### src/rtl/flow_out_pkg.sv
/*
 Constants, register map and types shared by the control output block.
 Assumes a 125 MHz pclk and a 12-bit APB byte address.
*/
package flow_out_pkg;

   // ****************************************
   // Timing
   // ****************************************
   localparam int CLK_KHZ      = 125000;
   localparam int PULSE_MS     = 33;
   localparam int PULSE_CYCLES = PULSE_MS * CLK_KHZ;
   localparam int CNT_W        = 23;

   // ****************************************
   // Register map
   // ****************************************
   localparam int          AW            = 12;
   localparam int          NCH           = 2;
   localparam logic [11:0] ADDR_FUNC     = 12'h000;
   localparam logic [11:0] ADDR_STATE    = 12'h004;
   localparam logic [11:0] ADDR_IRQ_STAT = 12'h008;
   localparam logic [11:0] ADDR_IRQ_MASK = 12'h00C;
   localparam logic [11:0] ADDR_DECADE   = 12'h010;
   localparam logic [11:0] ADDR_CH_BASE  = 12'h020;
   localparam logic [11:0] CH_STRIDE     = 12'h010;
   localparam logic [11:0] OFS_ON        = 12'h000;
   localparam logic [11:0] OFS_OFF       = 12'h004;
   localparam logic [11:0] OFS_DIV       = 12'h008;

   // ****************************************
   // Fields
   // ****************************************
   localparam int FUNC_W      = 3;
   localparam int FUNC_STRIDE = 4;
   localparam int DECADE_W    = 3;
   localparam int DECADE_MAX  = 6;
   localparam int PRE_W       = 20;
   localparam int IRQ_W       = 4;
   localparam int IRQ_OVR_LSB = 2;
   localparam int OWE_W       = 4;

   // ****************************************
   // Types
   // ****************************************
   typedef enum logic [2:0]
   {
      FUNC_NONE  = 3'h0,
      FUNC_RATE  = 3'h1,
      FUNC_ECHO  = 3'h2,
      FUNC_TOTAL = 3'h3,
      FUNC_FAULT = 3'h4
   } out_func_type;

   typedef enum logic [2:0]
   {
      P_IDLE = 3'b001,
      P_HIGH = 3'b010,
      P_GAP  = 3'b100
   } pulse_state_type;

endpackage : flow_out_pkg

### src/rtl/flow_meter_control_outputs.sv
/*
 Two switched control outputs of a flow meter with an APB register file,
 sticky interrupt status and mask. Assumes flow_rate, echo_level,
 unit_tick and meter_fault come from measurement logic on pclk.
*/
// Register access over APB and the register offsets were chosen for this implementation.
`timescale 1ns/1ps
`default_nettype none
// Function
// - two outputs, each with one selected function
// - rate alarm switches at on and off points
// - totalizer pulse lasts 33 ms per divisor counts
// - decade exponent scales display counts by ten to the power of the exponent
// - exponent zero, divisor two: pulse per two
// - echo alarm on falling, off on rising
// - fault function activates on measurement error
module flow_meter_control_outputs
   import flow_out_pkg::*;
#(
   parameter int DW          = 32,
   parameter int DIV_W       = 16,
   parameter int PULSE_WIDTH = PULSE_CYCLES
)
(
   // APB slave
   input  wire logic                 pclk,
   input  wire logic                 presetn,
   input  wire logic                 psel,
   input  wire logic                 penable,
   input  wire logic                 pwrite,
   input  wire logic [AW-1:0]        paddr,
   input  wire logic [31:0]          pwdata,
   output      logic                 pready,
   output      logic [31:0]          prdata,
   output      logic                 pslverr,
   // Measurement
   input  wire logic signed [DW-1:0] flow_rate,
   input  wire logic signed [DW-1:0] echo_level,
   input  wire logic                 unit_tick,
   input  wire logic                 meter_fault,
   // Outputs
   output      logic [NCH-1:0]       ctl_out,
   output      logic                 irq
);

   if (DW < 2 || DW > 32 || DIV_W < 1 || DIV_W > 32)
   begin : g_bad_width
      $error("unsupported data or divisor width");
   end
   if (PULSE_WIDTH < 1 || PULSE_WIDTH >= (1 << CNT_W))
   begin : g_bad_pulse
      $error("pulse width does not fit the timer");
   end

   // ****************************************
   // Declarations
   // ****************************************
   localparam logic [CNT_W-1:0] PW = CNT_W'(PULSE_WIDTH);

   out_func_type           func_sel [NCH];
   logic signed [DW-1:0]   on_level [NCH];
   logic signed [DW-1:0]   off_level [NCH];
   logic [DIV_W-1:0]       divisor [NCH];
   logic [DECADE_W-1:0]    decade;
   logic [IRQ_W-1:0]       irq_status;
   logic [IRQ_W-1:0]       irq_mask;
   logic [IRQ_W-1:0]       irq_event;
   logic [PRE_W-1:0]       pre_count;
   logic [PRE_W-1:0]       pre_limit;
   logic                   display_tick;
   logic [NCH-1:0]         alarm_active;
   logic [NCH-1:0]         tot_pulse;
   logic [NCH-1:0]         next_ctl;
   logic [NCH-1:0]         ctl_prev;
   logic                   wr;
   logic                   setup;
   logic                   mapped;
   logic [31:0]            next_rdata;

   // ****************************************
   // Decade prescaler
   // ****************************************
   function automatic logic [PRE_W-1:0] pow10(input logic [DECADE_W-1:0] e);
      logic [PRE_W-1:0] r;
      r = PRE_W'(1);
      for (int k = 0; k < DECADE_MAX; k++)
         if (k < int'(e))
            r = PRE_W'(r * PRE_W'(10));
      return r;
   endfunction : pow10

   assign pre_limit = pow10(decade);
   assign display_tick = unit_tick && (pre_count >= pre_limit - PRE_W'(1));

   always_ff @(posedge pclk or negedge presetn)
   begin
      if (!presetn)
         pre_count <= '0;
      else if (display_tick)
         pre_count <= '0;
      else if (unit_tick)
         pre_count <= pre_count + PRE_W'(1);
   end

   // ****************************************
   // APB access
   // ****************************************
   assign setup = psel && !penable;
   assign wr = psel && penable && pwrite;
   assign pready = psel && penable;
   assign pslverr = pready && !mapped;

   function automatic logic hit_ch(input logic [AW-1:0] a, input int ch,
                                   input logic [11:0] ofs);
      return a == AW'(ADDR_CH_BASE + CH_STRIDE * 12'(ch) + ofs);
   endfunction : hit_ch

   always_comb
   begin
      mapped = (paddr == ADDR_FUNC) || (paddr == ADDR_STATE)
               || (paddr == ADDR_IRQ_STAT) || (paddr == ADDR_IRQ_MASK)
               || (paddr == ADDR_DECADE);
      next_rdata = '0;
      case (paddr)
         ADDR_STATE:
            next_rdata[NCH-1:0] = ctl_out;
         ADDR_IRQ_STAT:
            next_rdata[IRQ_W-1:0] = irq_status;
         ADDR_IRQ_MASK:
            next_rdata[IRQ_W-1:0] = irq_mask;
         ADDR_DECADE:
            next_rdata[DECADE_W-1:0] = decade;
         default:
            next_rdata = '0;
      endcase
      for (int c = 0; c < NCH; c++)
      begin
         if (paddr == ADDR_FUNC)
            next_rdata[c*FUNC_STRIDE +: FUNC_W] = func_sel[c];
         if (hit_ch(paddr, c, OFS_ON))
            next_rdata = 32'(on_level[c]);
         if (hit_ch(paddr, c, OFS_OFF))
            next_rdata = 32'(off_level[c]);
         if (hit_ch(paddr, c, OFS_DIV))
            next_rdata = 32'(divisor[c]);
         mapped = mapped || hit_ch(paddr, c, OFS_ON) || hit_ch(paddr, c, OFS_OFF)
                  || hit_ch(paddr, c, OFS_DIV);
      end
   end

   always_ff @(posedge pclk or negedge presetn)
   begin
      if (!presetn)
         prdata <= '0;
      else if (setup && !pwrite)
         prdata <= next_rdata;
   end

   always_ff @(posedge pclk or negedge presetn)
   begin
      if (!presetn)
      begin
         decade <= '0;
         irq_mask <= '0;
      end
      else if (wr && paddr == ADDR_DECADE)
         decade <= (pwdata[DECADE_W-1:0] > DECADE_W'(DECADE_MAX)) ?
                   DECADE_W'(DECADE_MAX) : pwdata[DECADE_W-1:0];
      else if (wr && paddr == ADDR_IRQ_MASK)
         irq_mask <= pwdata[IRQ_W-1:0];
   end

   // ****************************************
   // Channels
   // ****************************************
   for (genvar i = 0; i < NCH; i++)
   begin : g_ch
      logic                 is_alarm;
      logic                 is_echo;
      logic signed [DW-1:0] watched;

      always_ff @(posedge pclk or negedge presetn)
      begin
         if (!presetn)
         begin
            func_sel[i] <= FUNC_NONE;
            on_level[i] <= '0;
            off_level[i] <= '0;
            divisor[i] <= DIV_W'(1);
         end
         else if (wr)
         begin
            if (paddr == ADDR_FUNC)
               func_sel[i] <= out_func_type'(pwdata[i*FUNC_STRIDE +: FUNC_W]);
            if (hit_ch(paddr, i, OFS_ON))
               on_level[i] <= pwdata[DW-1:0];
            if (hit_ch(paddr, i, OFS_OFF))
               off_level[i] <= pwdata[DW-1:0];
            if (hit_ch(paddr, i, OFS_DIV))
               divisor[i] <= pwdata[DIV_W-1:0];
         end
      end

      assign is_echo = (func_sel[i] == FUNC_ECHO);
      assign is_alarm = (func_sel[i] == FUNC_RATE) || is_echo;
      assign watched = is_echo ? echo_level : flow_rate;

      hysteresis_alarm #(.W(DW)) u_alarm
      (
         .pclk      (pclk),
         .presetn   (presetn),
         .enable    (is_alarm),
         .low_alarm (is_echo),
         .value     (watched),
         .on_level  (on_level[i]),
         .off_level (off_level[i]),
         .active    (alarm_active[i])
      );

      pulse_train #(.DIV_W(DIV_W)) u_pulse
      (
         .pclk         (pclk),
         .presetn      (presetn),
         .enable       (func_sel[i] == FUNC_TOTAL),
         .count_tick   (display_tick),
         .divisor      (divisor[i]),
         .pulse_cycles (PW),
         .pulse        (tot_pulse[i]),
         .overrun      (irq_event[IRQ_OVR_LSB + i])
      );

      always_comb
      begin
         case (func_sel[i])
            FUNC_RATE, FUNC_ECHO:
               next_ctl[i] = alarm_active[i];
            FUNC_TOTAL:
               next_ctl[i] = tot_pulse[i];
            FUNC_FAULT:
               next_ctl[i] = meter_fault;
            default:
               next_ctl[i] = 1'b0;
         endcase
      end

      assign irq_event[i] = ctl_out[i] && !ctl_prev[i];
   end

   // ****************************************
   // Outputs and interrupts
   // ****************************************
   always_ff @(posedge pclk or negedge presetn)
   begin
      if (!presetn)
      begin
         ctl_out <= '0;
         ctl_prev <= '0;
      end
      else
      begin
         ctl_out <= next_ctl;
         ctl_prev <= ctl_out;
      end
   end

   // Hardware set wins over a write-one clear
   always_ff @(posedge pclk or negedge presetn)
   begin
      if (!presetn)
         irq_status <= '0;
      else if (wr && paddr == ADDR_IRQ_STAT)
         irq_status <= (irq_status & ~pwdata[IRQ_W-1:0]) | irq_event;
      else
         irq_status <= irq_status | irq_event;
   end

   assign irq = |(irq_status & irq_mask);

   // ****************************************
   // Checks
   // ****************************************
   a_fault_follows : assert property (@(posedge pclk) disable iff (!presetn)
      func_sel[0] == FUNC_FAULT && meter_fault |=> ctl_out[0])
      else $error("fault output not active");

   a_none_idle : assert property (@(posedge pclk) disable iff (!presetn)
      func_sel[1] == FUNC_NONE |=> !ctl_out[1])
      else $error("unused output active");

   a_decade_unit : assert property (@(posedge pclk) disable iff (!presetn)
      decade == '0 && unit_tick |-> display_tick)
      else $error("exponent zero missed a count");

   a_status_sticky : assert property (@(posedge pclk) disable iff (!presetn)
      irq_status[0] && !(wr && paddr == ADDR_IRQ_STAT) |=> irq_status[0])
      else $error("status bit lost");

   a_rise_flags : assert property (@(posedge pclk) disable iff (!presetn)
      $rose(ctl_out[0]) |=> irq_status[0])
      else $error("activation not flagged");

endmodule : flow_meter_control_outputs
`default_nettype wire

### src/rtl/hysteresis_alarm.sv
/*
 Two-threshold alarm with deadband for one output channel.
 Assumes thresholds and value are stable synchronous words on pclk.
*/
`timescale 1ns/1ps
`default_nettype none
module hysteresis_alarm
   import flow_out_pkg::*;
#(
   parameter int W = 32
)
(
   // Clock and reset
   input  wire logic                pclk,
   input  wire logic                presetn,
   // Control
   input  wire logic                enable,
   input  wire logic                low_alarm,
   input  wire logic signed [W-1:0] value,
   input  wire logic signed [W-1:0] on_level,
   input  wire logic signed [W-1:0] off_level,
   // Result
   output      logic                active
);

   logic low_mode;

   // On point below off point means alarm on a falling value
   assign low_mode = low_alarm || (on_level < off_level);

   always_ff @(posedge pclk or negedge presetn)
   begin
      if (!presetn)
         active <= 1'b0;
      else if (!enable)
         active <= 1'b0;
      else if (low_mode)
      begin
         if (value <= on_level)
            active <= 1'b1;
         else if (value >= off_level)
            active <= 1'b0;
      end
      else
      begin
         if (value >= on_level)
            active <= 1'b1;
         else if (value <= off_level)
            active <= 1'b0;
      end
   end

   // ****************************************
   // Checks
   // ****************************************
   a_high_sets : assert property (@(posedge pclk) disable iff (!presetn)
      enable && !low_mode && value >= on_level |=> active)
      else $error("high alarm did not set");

   a_low_sets : assert property (@(posedge pclk) disable iff (!presetn)
      enable && low_mode && value <= on_level |=> active)
      else $error("low alarm did not set");

   a_band_holds : assert property (@(posedge pclk) disable iff (!presetn)
      enable && $past(enable) && value > on_level && value < off_level && low_mode
      |=> active == $past(active))
      else $error("alarm changed inside deadband");

endmodule : hysteresis_alarm
`default_nettype wire

### src/rtl/pulse_train.sv
/*
 Divides display advances by a divisor and emits fixed-width pulses.
 Owed pulses queue in a small saturating counter; a gap of equal width follows.
*/
`timescale 1ns/1ps
`default_nettype none
module pulse_train
   import flow_out_pkg::*;
#(
   parameter int DIV_W = 16
)
(
   // Clock and reset
   input  wire logic             pclk,
   input  wire logic             presetn,
   // Control
   input  wire logic             enable,
   input  wire logic             count_tick,
   input  wire logic [DIV_W-1:0] divisor,
   input  wire logic [CNT_W-1:0] pulse_cycles,
   // Result
   output      logic             pulse,
   output      logic             overrun
);

   pulse_state_type  state;
   logic [DIV_W-1:0] div_count;
   logic [OWE_W-1:0] owe;
   logic [CNT_W-1:0] timer;
   logic             inc;
   logic             take;
   logic             tmr_done;

   // Zero divisor is not valid and yields no pulses
   assign inc = enable && count_tick && (divisor != '0)
                && (div_count >= divisor - DIV_W'(1));
   assign take = (state == P_IDLE) && (owe != '0) && enable;
   assign tmr_done = (timer >= pulse_cycles - CNT_W'(1));
   assign pulse = (state == P_HIGH);
   assign overrun = inc && !take && (owe == '1);

   always_ff @(posedge pclk or negedge presetn)
   begin
      if (!presetn)
         div_count <= '0;
      else if (!enable || inc)
         div_count <= '0;
      else if (count_tick && divisor != '0)
         div_count <= div_count + DIV_W'(1);
   end

   always_ff @(posedge pclk or negedge presetn)
   begin
      if (!presetn)
         owe <= '0;
      else if (!enable)
         owe <= '0;
      else if (inc && !take && owe != '1)
         owe <= owe + OWE_W'(1);
      else if (take && !inc)
         owe <= owe - OWE_W'(1);
   end

   always_ff @(posedge pclk or negedge presetn)
   begin
      if (!presetn)
      begin
         state <= P_IDLE;
         timer <= '0;
      end
      else
      begin
         case (state)
            P_IDLE:
               if (take)
               begin
                  state <= P_HIGH;
                  timer <= '0;
               end
            P_HIGH:
               if (tmr_done)
               begin
                  state <= P_GAP;
                  timer <= '0;
               end
               else
                  timer <= timer + CNT_W'(1);
            P_GAP:
               if (tmr_done)
                  state <= P_IDLE;
               else
                  timer <= timer + CNT_W'(1);
            default:
               state <= P_IDLE;
         endcase
      end
   end

   // ****************************************
   // Checks
   // ****************************************
   a_pulse_width : assert property (@(posedge pclk) disable iff (!presetn)
      $fell(pulse) |-> $past(timer) == pulse_cycles - CNT_W'(1))
      else $error("pulse width wrong");

   a_owe_counts : assert property (@(posedge pclk) disable iff (!presetn)
      inc && !take && owe != '1 |=> owe == $past(owe) + OWE_W'(1))
      else $error("owed pulse lost");

endmodule : pulse_train
`default_nettype wire
### config.mk
export PLATFORM = sky130hd
export DESIGN_NAME = flow_meter_control_outputs
export DESIGN_NICKNAME = d
export VERILOG_FILES = /design/src/rtl/flow_out_pkg.sv /design/src/rtl/flow_meter_control_outputs.sv /design/src/rtl/hysteresis_alarm.sv /design/src/rtl/pulse_train.sv
export SDC_FILE = /design/constraint.sdc
export NUM_CORES = 1
export LEC_CHECK = 0
export ABC_CLOCK_PERIOD_IN_PS = 24600
export BUFFER_PORTS_ARGS = -buffer_cell sky130_fd_sc_hd__clkbuf_2
export CORE_MARGIN = 2
export CORE_UTILIZATION = 45
export CTS_CLUSTER_SIZE = 10
export DETAILED_ROUTE_END_ITERATION = 8
export GPL_ROUTABILITY_DRIVEN = 0
export SLEW_MARGIN = 30
export SYNTH_ARGS = -nofsm -noshare
export SYNTH_HDL_FRONTEND = slang
export SYNTH_HIERARCHICAL = 1
export SYNTH_SLANG_ARGS = --single-unit
### constraint.sdc
create_clock -name pclk -period 24.6 [get_ports pclk]
set_input_delay 2.46 -clock pclk [delete_from_list [all_inputs] [get_ports pclk]]
set_output_delay 2.46 -clock pclk [all_outputs]
set_load 0.01 [all_outputs]
**After elaboration in Yosys (flattened, before gate mapping)**

Cells that the tools add are included.

- Register bits after elaboration: 327
- Input bits: 115
- Output and inout bits: 37
- Logic and storage cells: 260

- Add/subtract/negate cells: 12
- Multipliers: 5
- $lt $le $gt $ge: 22
- Equality and inequality tests: 42
- Muxes and demuxes: 63
- Bitwise operators: 6
- Reductions and logical operators: 85

Operators by type and width:

| operator | number |
|---|---|
| $mux W32 | 8 |
| $mux W20 | 7 |
| $mux W23 | 6 |
| $pmux W23 S3 | 2 |
| $ge A32 B32 Y1 | 4 |
| $le A32 B32 Y1 | 4 |
| $mul A20 B3 Y19 const B | 5 |
| $eq A12 B6 Y1 const B | 6 |
| $lt A32 B32 Y1 | 2 |
| $mux W16 | 4 |
| $add A23 B1 Y23 const B | 2 |
| $ge A23 B22 Y1 const B | 2 |
| $add A16 B1 Y16 const B | 2 |
| $ge A16 B16 Y1 | 2 |
| $mux W4 | 8 |
| $reduce_bool A16 Y1 | 2 |
| $sub A16 B1 Y16 const B | 2 |
| $logic_and A1 B1 Y1 | 31 |
| $mux W3 | 9 |
| $eq A12 B4 Y1 const B | 2 |
| $ne A4 B4 Y1 const B | 6 |
| $add A20 B1 Y20 const B | 1 |
| $ge A20 B20 Y1 | 1 |
| $reduce_and A2 Y1 | 10 |
| other kinds (34) | 107 |

**Logic depth before layout (Yosys ltp)**

- Depth in word-level cells: 23
- Mapped depth: 44
- Mapped depth without buffers: 42

**Cells and area by module**

The synthesis kept the hierarchy.

Modules (own cells, without submodules):

| module | instances | cells each | area each (um2) | seq. area each (um2) |
|---|---|---|---|---|
| flow_meter_control_outputs | 1 | 1210 | 13676.9 | 5833.1 |
| hysteresis_alarm | 2 | 318 | 2386.0 | 25.0 |
| pulse_train at g_ch[0].u_pulse | 1 | 480 | 4149.0 | 1152.4 |
| pulse_train at g_ch[1].u_pulse | 1 | 471 | 3998.8 | 1152.4 |

**Least setup slack after synthesis**

Ideal clock, no wire load.

- Path kind: flip-flop to flip-flop
- Start: register decade[2]
- End: register g_ch[0].u_pulse.owe[3]
- Setup time: 0.079 ns
- Arrival: 8.578 ns
- Data required time: 24.521 ns
- Path slack: 15.943 ns
- Cell stages (with the launch flop): 44
- Buffers on the path: 2
- Period minus slack after synthesis: 8.657 ns
- Path through: dfrtp_1 -> clkbuf_1 -> nor2_1 -> inv_1 -> nor2_1 -> ha_1 -> or3_1 -> o2bb2ai_1 -> a311o_1 -> nand2_1 -> xor2_1 -> nor2_1 -> ha_1 -> ha_1 -> a21o_1 -> o21bai_1 -> xnor2_1 -> mux2_2 -> (+8 left out) -> xnor2_1 -> a22oi_1 -> ha_1 -> nand4_1 -> a211oi_1 -> o21ai_0 -> a21boi_1 -> clkbuf_1 -> o41ai_2 -> o21bai_1 -> a21oi_2 -> nand3_1 -> ha_1 -> a21o_1 -> a21oi_1 -> or3_1 -> mux2i_1 -> mux2i_1

- Word-level cells in the longest chain between the ends: 22
- Elaborated cells on any way between the ends: 30
- Those cells by class: add/sub: 1; mul: 5; order compare: 7; eq/ne: 1; mux: 8; reduce/logical: 8

Ends and longest elaborated chain:

| item | RTL line | RTL |
|---|---|---|
| start: declaration | flow_meter_control_outputs.sv:64 | `logic [DECADE_W-1:0] decade;` |
| start signal: assignment | flow_meter_control_outputs.sv:167 | `decade <= (pwdata[DECADE_W-1:0] > DECADE_W'(DECADE_MAX)) ?` |
| $lt A1 B3 Y1 | flow_meter_control_outputs.sv:87 | `if (k < int'(e))` |
| $mux W4 | flow_meter_control_outputs.sv:87 |  |
| $mul A20 B3 Y19 | flow_meter_control_outputs.sv:88 | `r = PRE_W'(r * PRE_W'(10));` |
| $mux W20 | flow_meter_control_outputs.sv:87 |  |
| $mul A20 B3 Y19 | flow_meter_control_outputs.sv:88 |  |
| $mux W20 | flow_meter_control_outputs.sv:87 |  |
| $mul A20 B3 Y19 | flow_meter_control_outputs.sv:88 |  |
| $mux W20 | flow_meter_control_outputs.sv:87 |  |
| (+5 left out) | - |  |
| $ge A20 B20 Y1 (*) | flow_meter_control_outputs.sv:93 | `assign display_tick = unit_tick && (pre_count >= pre_limit - PRE_W'(1));` |
| $logic_and A1 B1 Y1 (*) | flow_meter_control_outputs.sv:93 |  |
| net display_tick | flow_meter_control_outputs.sv:70 | `logic display_tick;` |
| $logic_and A1 B1 Y1 (*) (2 in a row) | pulse_train.sv:35 | `assign inc = enable && count_tick && (divisor != '0)` |
| $logic_and A1 B1 Y1 (*) | pulse_train.sv:36 | `&& (div_count >= divisor - DIV_W'(1));` |
| $logic_and A1 B1 Y1 (2 in a row) | pulse_train.sv:58 | `else if (inc && !take && owe != '1)` |
| $mux W4 | pulse_train.sv:58 |  |
| $mux W4 | pulse_train.sv:56 | `else if (!enable)` |
| end signal: assignment | pulse_train.sv:59 | `owe <= owe + OWE_W'(1);` |
| end signal: assignment | pulse_train.sv:61 | `owe <= owe - OWE_W'(1);` |
| end: declaration | pulse_train.sv:28 | `logic [OWE_W-1:0] owe;` |

Mark *: on every way through the listed nets, which the timed path passes. The rest lies on a longest branch.
A chain may end at the register's enable or synchronous reset.

**Worst setup path after layout**

- Start: register decade[2]
- End: register g_ch[0].u_pulse.owe[3]

- Word-level cells in the longest chain between the ends: 22
- Elaborated cells on any way between the ends: 30
- Those cells by class: add/sub: 1; mul: 5; order compare: 7; eq/ne: 1; mux: 8; reduce/logical: 8

Ends and longest elaborated chain:

| item | RTL line |
|---|---|
| $lt A1 B3 Y1 | flow_meter_control_outputs.sv:87 |
| $mux W4 | flow_meter_control_outputs.sv:87 |
| $mul A20 B3 Y19 | flow_meter_control_outputs.sv:88 |
| $mux W20 | flow_meter_control_outputs.sv:87 |
| $mul A20 B3 Y19 | flow_meter_control_outputs.sv:88 |
| $mux W20 | flow_meter_control_outputs.sv:87 |
| $mul A20 B3 Y19 | flow_meter_control_outputs.sv:88 |
| $mux W20 | flow_meter_control_outputs.sv:87 |
| (+4 left out) | - |
| $sub A20 B1 Y20 (*) | flow_meter_control_outputs.sv:93 |
| $ge A20 B20 Y1 (*) | flow_meter_control_outputs.sv:93 |
| $logic_and A1 B1 Y1 (*) | flow_meter_control_outputs.sv:93 |
| $logic_and A1 B1 Y1 (*) (2 in a row) | pulse_train.sv:35 |
| $logic_and A1 B1 Y1 (*) | pulse_train.sv:36 |
| $logic_and A1 B1 Y1 (2 in a row) | pulse_train.sv:58 |
| $mux W4 | pulse_train.sv:58 |
| $mux W4 | pulse_train.sv:56 |

Mark *: on every way between the ends. The rest lies on a longest branch, timed or not.

==> results.py <==
metrics = {
    "status": {
        "status": "completed",
    },
    "yosys": {
        "ys_seq_area_frac": 0.308,
        "synth-async-reset-ratio": 1.00,
        "ys_types": 106,
        "yosys_warnings": 6,
        "netlist.area_leader.share": 0.304,
        "synth_area_um2": 26600,
        "synthTopCellsByArea": "dfrtp_1, ha_1, mux2_2, a21oi_1, nand2_1",
        "yosys_most_used_dff": "dfrtp_1",
        "synth_edf_count": 0,
        "synth_most_common_cell": "ha_1",
        "ys_seq_elements": 327,
        "synthTopCellsByCount": "ha_1, dfrtp_1, mux2_2, nand2_1, inv_1",
        "postSynthAreaPerCell_um2": 9.51,
        "syn_inst": 2797,
        "yosysTopAreaCell": "dfrtp_1",
    },
    "global_routing": {
        "antenna_found_initial": 1,
        "grt_max_degree": 165,
        "grt.overflow.total": 0,
        "grt_pass1_vias": 21700,
        "grt_pass1_wl_mm": 121,
        "grt_usage": 0.251,
    },
    "final_layout": {
        "fin_nets": 3524,
        "layout-drive-gt1-share": 0.181,
        "num-fill-cells": 5356,
        "num_antenna_cells": 0,
        "stdcell_count": 3850,
        "area_delta_synth_final_pct": 12.2,
    },
    "placement": {
        "port_buffers": 151,
        "dp.cells": 3780,
        "dp_hpwl_mm": 57.7,
        "pre_cts_ws_ns": 14.97,
    },
    "floorplanning": {
        "coreArea_um2": 58700,
        "die_w_um": 247,
        "die_h_um": 247,
        "start_util": 0.453,
        "rows": 89,
        "dieArea_um2": 61100,
        "ios": 152,
    },
    "clock_tree": {
        "clock_path_buffers": 3,
        "clock_latency_ns": 0.57,
        "cts_resized": 0,
        "ctsHtreeMaxLevel": 2,
        "path_clk_slew_ns": 0.06,
        "holdBufCountCts": 0,
        "clockRootBuffer": "clkbuf_16",
        "cts_buffers": 42,
        "post_cts_buffers": 0,
        "cts_tree": "done",
        "clock_sinks": 327,
    },
    "power_and_ir_drop": {
        "p_leak_nw": 14.0,
        "max-vdd-ir-drop_v": 0.0000449,
        "p_per_area_nw_per_um2": 41.1,
        "total_power_mw": 1.23,
    },
    "timing": {
        "worst_slack_ns": 14.93,
        "drv_slew": 0,
        "slew_headroom": 0.356,
        "rsz0062_at_grt": "no",
        "clock_skew_ns": 0.0243,
        "fin_crit_sh": 0.393,
        "tns_ns": 0,
        "period_needed_ns": 9.67,
        "final-hold-violation-count": 0,
        "holdWs_ns": 0.402,
        "worst_pin_slew_ns": 0.965,
        "final-setup-viol-count": 0,
        "max_freq_ghz": 0.103,
    },
    "setup_path": {
        "cp_common_cell": "ha_1",
        "cpPeakStageDelay_ns": 0.78,
        "required_ns": 25.07,
        "cp.arrival_ns": 10.14,
        "critPathKind": "reg2reg",
        "end_kind": "register",
        "start_kind": "register",
        "crit_slowest_cell": "dfrtp_1",
        "path_max_fanout": 22,
    },
    "drt": {
        "drt_iter0_drc": 1636,
        "drt-wirelength-per-cell_um": 19.9,
        "firstDrtPassIters": 5,
        "drc_errors": 0,
        "vias": 22100,
        "wirelength_mm": 76.7,
        "m1WireLength_mm": 34.5,
        "via_per_inst": 5.75,
        "top_layer_used": "met5",
        "dr_wl_met2_mm": 35.8,
        "ant_nets": 0,
        "route.met3.wl_mm": 3.99,
    },
    "job": {
        "maxCapViolations": 0,
    },
    "hold_path": {
        "hp-class": "reg2reg",
    },
}
-- area by class of cell --
cell class,instances,area (um^2),share of cell area
multi-input combinational,2316,17700,0.595
clock buffer,61,1220,0.0407
sequential,327,8190,0.274
clock inverter,8,46.3,0.00155
timing repair buffer,170,952,0.0319
inverter,195,732,0.0245
tap,773,967,0.0324
-- critical path, delay by kind of cell (launching register included) --
family                     cells  cell delay (ns)
muxes                          3             0.61
adders and majority gates      7             2.27
xor gates and xnor gates       4             1.12
and+or+nand+nor               11             1.62
AOI/OAI and AO/OA             15             2.67
buffers and inverters          2             0.48
DFF                            1             0.78
-- where the power goes --
part           total [mW]  switching, mW  internal, mW
Sequential          0.540        0.00106         0.539
Combinational       0.107         0.0676        0.0395
Clock               0.578          0.238         0.340
-- final timing paths --
kind / start / end / slack [ns] / depth (start not counted)
worst max register to register: decade[2] / g_ch[0].u_pulse/owe[3] / 14.93 / 42
max in group asynchronous: presetn / off_level[57] / 21.26 / 3
worst max-delay path: decade[2] / g_ch[0].u_pulse/owe[3] / 14.93 / 42
min in group asynchronous: presetn / on_level[11] / 1.93 / 1
worst min register to register: ctl_out[1] / ctl_prev[1] / 0.40 / 0
worst min-delay path: ctl_out[1] / ctl_prev[1] / 0.40 / 0
-- per-layer routing --
layer  GRT usage  up-vias
met5           0        -
met4      0.0842        2
met3      0.0276      120
met2       0.415      588
met1       0.342    10800
li1            -    10600
-- sequential cells by signal (all words and copies together), names as in the netlist --
name,count
prdata,32
divisor,32
func_sel,6
irq_mask,4
irq_status,4
pre_count,20
ctl_prev,2
off_level,64
g_ch.u_pulse/owe,8
g_ch.u_alarm/active,2
decade,3
g_ch.u_pulse/div_count,32
g_ch.u_pulse/timer,46
on_level,64
g_ch.u_pulse/state,6
ctl_out,2
-- per-stage QoR --
stage | instance area [um^2] | utilization
detailed placement | 28500 | 0.486
global route | 29800 | 0.509
CTS | 29800 | 0.508
global placement | 28500 | 0.486
floorplan | 27100 | -
finish | 29800 | 0.509
-- cells by family after synthesis --
| group | count (synthesis) | synth area share |
|---|---|---|
| xor+xnor | 141 | 0.0475 |
| buf+inv | 290 | 0.0457 |
| simple gates | 821 | 0.163 |
| other cells | 2 | 0.000282 |
| flops | 327 | 0.308 |
| compound gates | 567 | 0.138 |
| mux | 292 | 0.128 |
| fa+ha+maj | 357 | 0.169 |
-- placed cells by master, fill, tap and decap left out, types with 77 or more instances in the layout --
master	n
inv_1	192
conb_1	138
a21oi_1	184
dfrtp_1	323
ha_1	353
mux2_2	214
nand2_1	213
xnor2_1	77
o21ai_0	105
nor2_1	175
clkbuf_2	150
No activity file was read; power rests on OpenSTA's default activity.
